`config.mk`:
```
export PLATFORM = sky130hd
export DESIGN_NAME = phone_mcu_interrupt_unit
export DESIGN_NICKNAME = d
export VERILOG_FILES = /design/src/hdl/irq_unit_pkg.sv /design/src/hdl/phone_mcu_interrupt_unit.sv
export SDC_FILE = /design/constraint.sdc
export NUM_CORES = 1
export LEC_CHECK = 0
export ABC_CLOCK_PERIOD_IN_PS = 2000
export BUFFER_PORTS_ARGS = -buffer_cell sky130_fd_sc_hd__buf_4
export CAP_MARGIN = 40
export CORE_ASPECT_RATIO = 2
export CORE_MARGIN = 10
export CORE_UTILIZATION = 40
export DETAILED_ROUTE_END_ITERATION = 10
export PLACE_DENSITY = 0.78
export SLEW_MARGIN = 20
export SYNTH_ARGS = -nofsm -noshare
export SYNTH_HDL_FRONTEND = slang
export SYNTH_SLANG_ARGS = --single-unit
```
`constraint.sdc`:
```
create_clock -name sys_clk -period 2 [get_ports sys_clk]
set_input_delay 0.2 -clock sys_clk [delete_from_list [all_inputs] [get_ports sys_clk]]
set_output_delay 0.2 -clock sys_clk [all_outputs]
set_load 0.01 [all_outputs]
```
`src/hdl/irq_unit_pkg.sv`:
```
// Package: register map, field positions and vectors of the interrupt unit
package irq_unit_pkg;
    // Register indices; byte address is four times the index
    localparam logic [7:0] IDX_CTRL_PRI = 8'h0B;
    localparam logic [7:0] IDX_CTRL_SEC = 8'h1E;
    localparam logic [9:0] ADDR_CTRL_PRI = {IDX_CTRL_PRI, 2'b00};
    localparam logic [9:0] ADDR_CTRL_SEC = {IDX_CTRL_SEC, 2'b00};
    // Primary register fields
    localparam int BIT_GLOBAL_EN  = 0;
    localparam int BIT_EXT_EN     = 1;
    localparam int BIT_TIMER_A_EN = 2;
    localparam int BIT_TIMER_B_EN = 3;
    localparam int BIT_EXT_FLAG   = 4;
    localparam int BIT_TIMER_A_FL = 5;
    localparam int BIT_TIMER_B_FL = 6;
    // Secondary register fields
    localparam int BIT_RSVD_LO    = 0;
    localparam int BIT_CLOCK_EN   = 1;
    localparam int BIT_LINE_EN    = 2;
    localparam int BIT_RSVD_HI    = 4;
    localparam int BIT_CLOCK_FL   = 5;
    localparam int BIT_LINE_FL    = 6;
    localparam logic [7:0] CTRL_RESET = 8'h00;
    // Sources in priority order, index 0 highest
    localparam int NUM_SRC = 5;
    localparam logic [7:0] VEC_EXT     = 8'h04;
    localparam logic [7:0] VEC_TIMER_A = 8'h08;
    localparam logic [7:0] VEC_TIMER_B = 8'h0C;
    localparam logic [7:0] VEC_CLOCK   = 8'h14;
    localparam logic [7:0] VEC_LINE    = 8'h18;
    localparam logic [1:0] MODE_IDLE   = 2'h1;
    typedef enum logic [1:0] {
        ST_WATCH = 2'b00,
        ST_TAKE  = 2'b01
    } take_state_t;
endpackage

```
`src/hdl/phone_mcu_interrupt_unit.sv`:
```
// Vectored five-source interrupt controller with Avalon-MM register access
`timescale 1ns/100ps

// Overview of operation
// [RULE1] Taking an interrupt clears the global enable bit in hardware.
// [RULE2] Blocked requests still set their flags but cause no vectoring.
// [RULE3] A full return stack blocks every acknowledge until it is popped.
// [RULE4] Only the program counter is pushed on entry.
// [RULE5] Falling edge on external pin sets its flag; vector 04H.
// [RULE6] Vector only with source enable, global enable, stack room, flag set.
// [RULE7] Vectoring clears the source flag and global enable together.
// [RULE8] Timer A overflow sets its flag; vector 08H.
// [RULE9] Timer B overflow sets its flag; vector 0CH.
// [RULE10] Each 1Hz clock tick sets the clock flag; vector 14H.
// [RULE11] Hook any edge, hold fall, hands-free rise set line flag; vector 18H.
// [RULE12] Hold fall ignored while on-hook and holding the line.
// [RULE13] Line interrupt disabled while the operating mode is Idle.
// [RULE14] Return-from-interrupt sets global enable; plain return leaves it.
// [RULE15] Software may re-enable inside a handler to nest, if stack has room.
// [RULE16] Requests between two sample pulses are serviced at the later pulse.
// [RULE17] Fixed priority: external, timer A, timer B, clock, line.
// [RULE18] Any source can wake the controller from halted states.
// [RULE19] Primary register bits 0 to 3 are global, ext, timer A, timer B enables.
// [RULE20] Primary bits 4 to 6 are request flags, bit 7 reads zero.
// [RULE21] Secondary: bit1 clock en, bit2 line en, bit5/6 flags, bits 3/7 zero.
// [RULE22] Flags stay set until serviced or cleared by software.
// [RULE23] Vector and push request go to the program counter in one cycle.
module phone_mcu_interrupt_unit
    import irq_unit_pkg::*;
(
    input  wire logic        sys_clk,
    input  wire logic        rst_b,
    // Avalon-MM slave
    input  wire logic [9:0]  avs_address,
    input  wire logic        avs_read,
    input  wire logic        avs_write,
    input  wire logic [31:0] avs_writedata,
    input  wire logic [3:0]  avs_byteenable,
    output logic [31:0]      avs_readdata,
    output logic             avs_waitrequest,
    // Sources
    input  wire logic        ext_irq_pin_b,
    input  wire logic        timer_a_overflow,
    input  wire logic        timer_b_overflow,
    input  wire logic        clock_tick,
    input  wire logic        hook_switch_input,
    input  wire logic        hold_input,
    input  wire logic        handsfree_input,
    input  wire logic        dialer_on_hook,
    input  wire logic        dialer_hold_line,
    input  wire logic [1:0]  operating_mode,
    // Core handshake
    input  wire logic        sample_phase_pulse,
    input  wire logic        stack_full,
    input  wire logic        return_from_irq_instr,
    input  wire logic        plain_return_instr,
    output logic             pc_push_req,
    output logic [7:0]       vector_addr,
    output logic             wake_req
);

    // ------------------------------------------------------------
    // Pin synchronisers
    // ------------------------------------------------------------
    logic [3:0] pin_meta_q;
    logic [3:0] pin_sync_q;
    logic [3:0] pin_last_q;
    logic [1:0] arm_q;
    logic       pins_valid_q;

    always_ff @(posedge sys_clk or negedge rst_b) begin
        if (!rst_b) begin
            pin_meta_q <= 4'hF;
            pin_sync_q <= 4'hF;
        end else begin
            pin_meta_q <= {handsfree_input, hold_input, hook_switch_input, ext_irq_pin_b};
            pin_sync_q <= pin_meta_q;
        end
    end

    // Edge history is armed only once the history flop holds a synchronised
    // pin value; arming earlier lets the all-ones reset value of the chain
    // fake an edge on the external, hook or hold pin when it idles low
    always_ff @(posedge sys_clk or negedge rst_b) begin
        if (!rst_b) begin
            pin_last_q   <= 4'hF;
            arm_q        <= 2'h0;
            pins_valid_q <= 1'b0;
        end else begin
            pin_last_q   <= pin_sync_q;
            arm_q        <= {arm_q[0], 1'b1};
            pins_valid_q <= arm_q[1];
        end
    end

    wire ext_fall   = pins_valid_q & pin_last_q[0] & ~pin_sync_q[0]; // RULE5
    wire hook_edge  = pins_valid_q & (pin_last_q[1] ^ pin_sync_q[1]);
    wire hold_fall  = pins_valid_q & pin_last_q[2] & ~pin_sync_q[2];
    wire hf_rise    = pins_valid_q & ~pin_last_q[3] & pin_sync_q[3];
    wire hold_block = dialer_on_hook & dialer_hold_line;                 // RULE12
    wire line_idle  = (operating_mode == MODE_IDLE);                     // RULE13
    wire line_event = ~line_idle & (hook_edge | (hold_fall & ~hold_block) | hf_rise); // RULE11

    wire [NUM_SRC-1:0] src_event = {line_event, clock_tick,          // RULE10
                                    timer_b_overflow, timer_a_overflow, // RULE8 RULE9
                                    ext_fall};

    // ------------------------------------------------------------
    // Register bus decode
    // ------------------------------------------------------------
    logic        rd_done_q;
    logic        global_en_q;
    logic [NUM_SRC-1:0] src_en_q;
    logic [NUM_SRC-1:0] flag_q;
    logic [1:0]  rsvd_q;

    // Reads take one wait cycle so read data comes from a flop
    assign avs_waitrequest = avs_read & ~rd_done_q;

    wire sel_pri  = (avs_address == ADDR_CTRL_PRI);
    wire sel_sec  = (avs_address == ADDR_CTRL_SEC);
    wire wr_pri   = avs_write & sel_pri & avs_byteenable[0];
    wire wr_sec   = avs_write & sel_sec & avs_byteenable[0];
    wire [7:0] wd = avs_writedata[7:0];

    wire [7:0] pri_view = {1'b0, flag_q[2], flag_q[1], flag_q[0],
                           src_en_q[2], src_en_q[1], src_en_q[0], global_en_q}; // RULE19 RULE20
    wire [7:0] sec_view = {1'b0, flag_q[4], flag_q[3], rsvd_q[1],
                           1'b0, src_en_q[4], src_en_q[3], rsvd_q[0]};          // RULE21
    wire [7:0] rd_mux   = sel_pri ? pri_view : (sel_sec ? sec_view : 8'h00);

    always_ff @(posedge sys_clk or negedge rst_b) begin
        if (!rst_b) begin
            rd_done_q    <= 1'b0;
            avs_readdata <= 32'h0000_0000;
        end else begin
            rd_done_q <= avs_read & ~rd_done_q;
            if (avs_read & ~rd_done_q) begin
                avs_readdata <= {24'h000000, rd_mux};
            end
        end
    end

    // ------------------------------------------------------------
    // Sampling window and priority selection
    // ------------------------------------------------------------
    take_state_t state_q;
    take_state_t state_d;

    // Fixed priority: lowest index wins
    function automatic logic [NUM_SRC-1:0] pick_first(input logic [NUM_SRC-1:0] req);
        logic [NUM_SRC-1:0] res;
        res = '0;
        for (int i = NUM_SRC - 1; i >= 0; i--) begin
            if (req[i]) begin
                res = '0;
                res[i] = 1'b1;
            end
        end
        return res;
    endfunction

    wire [NUM_SRC-1:0] eligible = flag_q & src_en_q;                        // RULE6
    wire               can_take = global_en_q & ~stack_full;               // RULE3 RULE15
    wire [NUM_SRC-1:0] winner   = pick_first(eligible);                    // RULE17
    wire               take     = (state_q == ST_WATCH) & sample_phase_pulse
                                  & can_take & (|eligible);                 // RULE16

    always_comb begin
        state_d = state_q;
        case (state_q)
            ST_WATCH: begin
                if (take) begin
                    state_d = ST_TAKE;
                end
            end
            ST_TAKE: begin
                state_d = ST_WATCH;
            end
            default: begin
                state_d = ST_WATCH;
            end
        endcase
    end

    always_ff @(posedge sys_clk or negedge rst_b) begin
        if (!rst_b) begin
            state_q <= ST_WATCH;
        end else begin
            state_q <= state_d;
        end
    end

    // ------------------------------------------------------------
    // Flags and enables
    // ------------------------------------------------------------
    wire [NUM_SRC-1:0] sw_wr_mask = {{2{wr_sec}}, {3{wr_pri}}};
    wire [NUM_SRC-1:0] sw_wr_flag = {wd[BIT_LINE_FL], wd[BIT_CLOCK_FL], wd[BIT_TIMER_B_FL],
                                     wd[BIT_TIMER_A_FL], wd[BIT_EXT_FLAG]};
    wire [NUM_SRC-1:0] sw_wr_en   = {wd[BIT_LINE_EN], wd[BIT_CLOCK_EN], wd[BIT_TIMER_B_EN],
                                     wd[BIT_TIMER_A_EN], wd[BIT_EXT_EN]};
    wire [NUM_SRC-1:0] svc_clr    = take ? winner : '0;                      // RULE7

    genvar g;
    generate
        for (g = 0; g < NUM_SRC; g++) begin : g_src
            // Hardware set beats a clear in the same cycle
            always_ff @(posedge sys_clk or negedge rst_b) begin
                if (!rst_b) begin
                    flag_q[g] <= 1'b0;
                end else if (src_event[g]) begin
                    flag_q[g] <= 1'b1;                                       // RULE2
                end else if (svc_clr[g]) begin
                    flag_q[g] <= 1'b0;
                end else if (sw_wr_mask[g]) begin
                    flag_q[g] <= sw_wr_flag[g];                              // RULE22
                end
            end
            always_ff @(posedge sys_clk or negedge rst_b) begin
                if (!rst_b) begin
                    src_en_q[g] <= 1'b0;
                end else if (sw_wr_mask[g]) begin
                    src_en_q[g] <= sw_wr_en[g];
                end
            end
        end
    endgenerate

    // Hardware clear on entry wins over a simultaneous software write
    always_ff @(posedge sys_clk or negedge rst_b) begin
        if (!rst_b) begin
            global_en_q <= 1'b0;
        end else if (take) begin
            global_en_q <= 1'b0;                                             // RULE1
        end else if (return_from_irq_instr) begin
            global_en_q <= 1'b1;                                             // RULE14
        end else if (wr_pri) begin
            global_en_q <= wd[BIT_GLOBAL_EN];
        end
    end

    always_ff @(posedge sys_clk or negedge rst_b) begin
        if (!rst_b) begin
            rsvd_q <= 2'b00;
        end else if (wr_sec) begin
            rsvd_q <= {wd[BIT_RSVD_HI], wd[BIT_RSVD_LO]};
        end
    end

    // ------------------------------------------------------------
    // Core handshake
    // ------------------------------------------------------------
    wire [7:0] vec_sel = winner[0] ? VEC_EXT :
                         winner[1] ? VEC_TIMER_A :
                         winner[2] ? VEC_TIMER_B :
                         winner[3] ? VEC_CLOCK : VEC_LINE;

    // Only the return address is stacked; the core saves nothing else
    assign pc_push_req = take;                                               // RULE4 RULE23
    assign vector_addr = vec_sel;                                            // RULE23
    assign wake_req    = |(flag_q & src_en_q);                               // RULE18
endmodule

```
# Word level (Yosys, flattened, before mapping)
# Cells that the tools add are included.
classes:
  eq_ne: 4
  n_mux: 32
  bitwise_logic: 30
  n_reduce_logical: 8
ops:
  columns: ["op", "count"]
  rows:
  - ["two-way mux 5 bit", 9]
  - ["bitwise AND 1 bit", 19]
  - ["two-way mux 1 bit", 18]
  - ["nonzero test 3 bit", 6]
  - ["two-way mux 7 bit", 2]
  - ["== test 10 x 6 -> 1 bit (second input constant)", 1]
  - ["== test 10 x 7 -> 1 bit (second input constant)", 1]
  - ["NOT 1 bit", 7]
  - ["bitwise AND 5 bit", 1]
  - ["OR reduction 5 bit", 1]
  - ["two-way mux 2 bit", 2]
  - ["two-way mux 4 bit", 1]
  - ["== test 2 x 1 -> 1 bit (second input constant)", 1]
  - ["logical NOT 2 bit", 1]
  - ["!= test 2 bit (second input constant)", 1]
  - ["OR 1 bit", 2]
  - ["bitwise XOR 1 bit", 1]
word_totals:
  reg_bits: 39
  in_bits: 65
  out_inout_bits: 43
  word_cells: 94

# Longest topological paths before layout
depth:
  word_depth: 10
  depth_mapped: 5
  depth_no_buf: 4

# Worst setup path after synthesis
# No wires, ideal clock.
synth_timing:
  kind: "register to register"
  start: "reg flag_q[0]"
  end: "reg global_en_q"
  setup_ns: 0.096
  arrival_time_ns: 1.638
  required_ns: 1.904
  setup_slack_ns: 0.266
  stages_incl_launch_ff: 4
  path_buffers: 0
  period_less_slack_ns: 1.734
  path_cell_list: "dfrtp_1 a222oi_1 a31oi_1 a211oi_1"
synth_via:
  elab_chain_cells: 4
  word_cells_on_any_way: 5
  cone_classes: "mux (1); bitwise (2); reduce/logical (2)"
synth_rtl:
  columns: ["element", "line", "rtl"]
  rows:
  - ["start, declared", "phone_mcu_interrupt_unit.sv:114", "logic [NUM_SRC-1:0] flag_q;"]
  - ["start signal, assigned by index", "phone_mcu_interrupt_unit.sv:216", "flag_q[g] <= sw_wr_flag[g];"]
  - ["bitwise AND 5 bit (*)", "phone_mcu_interrupt_unit.sv:163", "wire [NUM_SRC-1:0] eligible = flag_q & src_en_q;"]
  - ["OR reduction 5 bit (*)", "phone_mcu_interrupt_unit.sv:167", "& can_take & (|eligible);"]
  - ["bitwise AND 1 bit (*)", "phone_mcu_interrupt_unit.sv:167", null]
  - ["named net pc_push_req", "phone_mcu_interrupt_unit.sv:57", "output logic pc_push_req,"]
  - ["nonzero test 3 bit (no line) or two-way mux 1 bit (tied branches)", null, null]
  - ["end signal, assigned", "phone_mcu_interrupt_unit.sv:238", "global_en_q <= wd[BIT_GLOBAL_EN];"]
  - ["end, declared", "phone_mcu_interrupt_unit.sv:112", "logic global_en_q;"]
# The timed path passes the listed nets; every way through them passes the cells marked *.
# A chain may end at the register's enable or synchronous reset.

# Final worst setup path
layout_timing:
  start: "reg src_en_q[0] (netlist: pri_view[1])"
  end: "out vector_addr[3]"
layout_via:
  elab_chain_cells: 6
layout_rtl:
  columns: ["element", "line", "rtl"]
  rows:
  - ["start, declared", "phone_mcu_interrupt_unit.sv:113", "logic [NUM_SRC-1:0] src_en_q;"]
  - ["start signal, assigned by index", "phone_mcu_interrupt_unit.sv:223", "src_en_q[g] <= sw_wr_en[g];"]
  - ["bitwise AND 5 bit (*)", "phone_mcu_interrupt_unit.sv:163", null]
  - ["two-way mux 5 bit (*)", "phone_mcu_interrupt_unit.sv:155", "if (req[i]) begin"]
  - ["two-way mux 4 bit", "phone_mcu_interrupt_unit.sv:256", "winner[3] ? VEC_CLOCK : VEC_LINE;"]
  - ["two-way mux 5 bit", "phone_mcu_interrupt_unit.sv:255", "winner[2] ? VEC_TIMER_B :"]
  - ["two-way mux 5 bit", "phone_mcu_interrupt_unit.sv:254", "winner[1] ? VEC_TIMER_A :"]
  - ["two-way mux 5 bit (*)", "phone_mcu_interrupt_unit.sv:253", "wire [7:0] vec_sel = winner[0] ? VEC_EXT :"]
  - ["end, declared", "phone_mcu_interrupt_unit.sv:58", "output logic [7:0] vector_addr,"]
# Every way passes the cells marked *; elsewhere a longest branch is shown, timed or not.

==> impl_metrics.tcl <==
set metrics [dict create \
    worst-path-buf-inv 2 \
    rsz0062_at_grt "no" \
    synth_common_cells "30 x buf_4, 25 x dfrtp_1, 13 x nand2_1" \
    yosys.area.top_type "dfrtp_1" \
    hp-class "input pin to register" \
    place_congestion 0.795 \
    grt_usage_pct 10.6 \
    period_minus_slack_ns 1.82 \
    internal_power_mw 1.09 \
    ir_drop_uv 576 \
    critical_path_class "register to primary output" \
    vias 1227 \
    ys_seq_elements 37 \
    drt_iter0_drc 76 \
    first_pass_iters 4 \
    pwr-share-comb_pct 10.1 \
    status "completed" \
    p_sw_uw 323 \
    arrival_ns 1.62 \
    grt_pass1_vias 1364 \
    cts.sinks 37 \
    finClkSkew_ns 0.0108 \
    wl_mm 3.96 \
    die_area_um2 7530 \
    initial_utilization_pct 42.0 \
    htree_levels 2 \
    path_delay_family "flip-flops" \
    drv_slew 0 \
    syn_area_um2 1740 \
    synth_cells 148 \
    cp.required_ns 1.80 \
    cpMostUsedCell "buf_4" \
    finalInstanceArea_um2 2160 \
    port_buffers 48 \
    crit_path_end_kind "primary output" \
    die_h_um 113 \
    p_per_area_nw_per_um2 652 \
    detail-route-antenna-nets 0 \
    yosysWarnings 0 \
    die_w_um 66.6 \
    overflow 0 \
    fin_tns_setup_ns 0 \
    cp_cell_sequence "a222oi_1 -> buf_4 -> nand3_1 -> and2_1 -> buf_4" \
    synth_cell_types 33 \
    final_layout_size_suffix_gt1_share_pct 40.1 \
    final_nets 271 \
    antenna_found_initial 0 \
    swShare_pct 22.9 \
    p_seq_share_pct 55.7 \
    grt_pass1_wl_mm 6.32 \
    numCtsBuffers 5 \
    coreArea_um2 4130 \
    cp_max_fo 6 \
    clkTransAtPathRegs_ns 0.07 \
    cts_tree "done" \
    placed_area_um2 2070 \
    slowest_stage "dfrtp_1" \
    cp-start-kind "register" \
    root_buffer "clkbuf_8" \
    hold_viol 0 \
    area_delta_synth_final_pct 24.6 \
    p_clk_share_pct 34.1 \
    clock_latency_ns 0.29 \
    io_pins 108 \
    fmax_ghz 0.551 \
    vias_per_cell 4.74 \
    synth_most_common_cell "buf_4" \
    max_stage_delay_ns 0.42 \
    p_total_mw 1.41 \
    yosys-top-cells-area "dfrtp_1 36%, dfstp_2 18%, buf_4 13%" \
    synth_edf_count 0 \
    setup_viol 0 \
    routedWlPerCell_um 15.3 \
    drc 0 \
    p_leak_nw 1.13 \
    dpl.hpwl_mm 3.19 \
    rows 33 \
    grt_max_degree 38 \
    clk_path_buf_depth 2 \
    antenna_cells 0 \
    maxCapViolCount 0 \
    fillers 401 \
    seq_area_frac_synth_pct 54.2 \
    fin_crit_sh_pct 90.8 \
    ys.flop_type "dfrtp_1" \
    synth.top_cell.area_share_pct 36.0 \
    synth_area_per_cell_um2 11.7 \
    synthArstFlopShare_pct 100 \
]
-- layer usage --
metal	vias to the layer above	GRT usage [%]	wire, um
met3	6	4.74	382
met5	-	0	0
li1	569	-	-
met4	0	4.78	72
met1	580	11.5	1530
met2	72	17.0	1980
-- cells by family (layout without fill, tap and decap cells) --
group | after synthesis | after routing | synth area share [%]
compound gates | 19 | 19 | 8.65
other cells | 2 | 31 | 0.433
xor+xnor | 1 | 1 | 0.505
flops | 37 | 37 | 54.2
buf+inv | 43 | 73 | 16.2
simple gates | 35 | 35 | 12.5
mux | 11 | 11 | 7.50
-- metrics by stage --
stage	setup slack (ns)	utilization, %	hold WS [ns]	instances
2_1_floorplan	0.266	-	-0.0956	177
3_3_place_gp	0.166	50.2	0.182	250
3_5_place_dp	0.152	50.2	0.180	250
4_1_cts	0.178	52.4	0.0133	259
5_1_grt	0.0341	52.4	0.00620	259
6_report	0.184	52.4	0.0249	259
-- power groups by stage --
stage / clock [mW] / sequential, mW / combinational, mW
2_1_floorplan: 0 / 0.796 / 0.0993
3_3_place_gp: 0 / 0.798 / 0.138
3_5_place_dp: 0 / 0.799 / 0.140
4_1_cts: 0.497 / 0.786 / 0.142
5_1_grt: 0.537 / 0.788 / 0.160
6_report: 0.481 / 0.786 / 0.143
-- area by class of cell --
cell class              instances  area (um2)  share of cell area, %
repair buffers                 55         415                   19.2
clock buffers                   7        76.3                   3.53
well taps                      52        65.1                   3.01
flip-flops and latches         37         941                   43.5
multi-input cells              97         622                   28.8
clock inverters                 1        5.00                  0.231
inverters                      10        37.5                   1.74
-- placed cells by master (no fill, tap or decap) --
master / count
nand2_1: 13
clkinv_2: 1
nor4b_1: 1
buf_4: 54
nor4_2: 1
dfrtp_1: 25
nand3_1: 2
o22ai_1: 2
mux2_2: 4
inv_1: 10
nor4_4: 1
a222oi_1: 7
nand2b_1: 1
dlygate4sd3_1: 1
and2_1: 1
a22o_1: 1
or4_4: 1
nor2_1: 4
or3b_1: 1
xnor2_1: 1
nor3_1: 4
clkbuf_8: 5
nand3b_1: 1
nand4bb_1: 2
o21ai_0: 2
nor4_1: 1
a31oi_1: 3
o21bai_1: 2
mux2i_1: 4
conb_1: 31
dfstp_2: 12
mux2_4: 3
or3_4: 1
a211oi_1: 2
clkbuf_1: 2
-- worst register-to-register path, stage by stage (launching register included) --
cell and delay [ns]:
dfrtp_1 0.42, a222oi_1 0.32, buf_4 0.20, nand2_1 0.05, nor3_1 0.19, o22ai_1 0.11
-- flip-flops by register name (all words and copies together), names as in the netlist --
| signal | flops |
|---|---|
| pins_valid_q | 1 |
| avs_readdata | 7 |
| pri_view | 3 |
| pin_sync_q | 4 |
| rd_done_q | 1 |
| pin_last_q | 4 |
| state_q | 1 |
| global_en_q | 1 |
| arm_q | 2 |
| sec_view | 2 |
| pin_meta_q | 4 |
| rsvd_q | 2 |
| flag_q | 5 |
-- final timing paths --
kind,from,endpoint,slack [ns],depth (start not counted)
worst max-delay path,pri_view[1],vector_addr[3],0.18,5
max in group asynchronous,rst_b,pin_meta_q[3],1.25,2
worst min register to register,arm_q[0],arm_q[1],0.35,0
worst max register to register,pri_view[1],flag_q[4],0.58,5
worst min-delay path,hook_switch_input,pin_meta_q[1],0.02,1
min in group asynchronous,rst_b,avs_readdata[4],0.39,2
-- what timing repair did --
action,CTS,global route
buffers inserted,0,0
hold buffers,1,0
gates resized for setup,0,0
hold endpoints to repair,25,0
No activity file was read; power rests on OpenSTA's default activity.
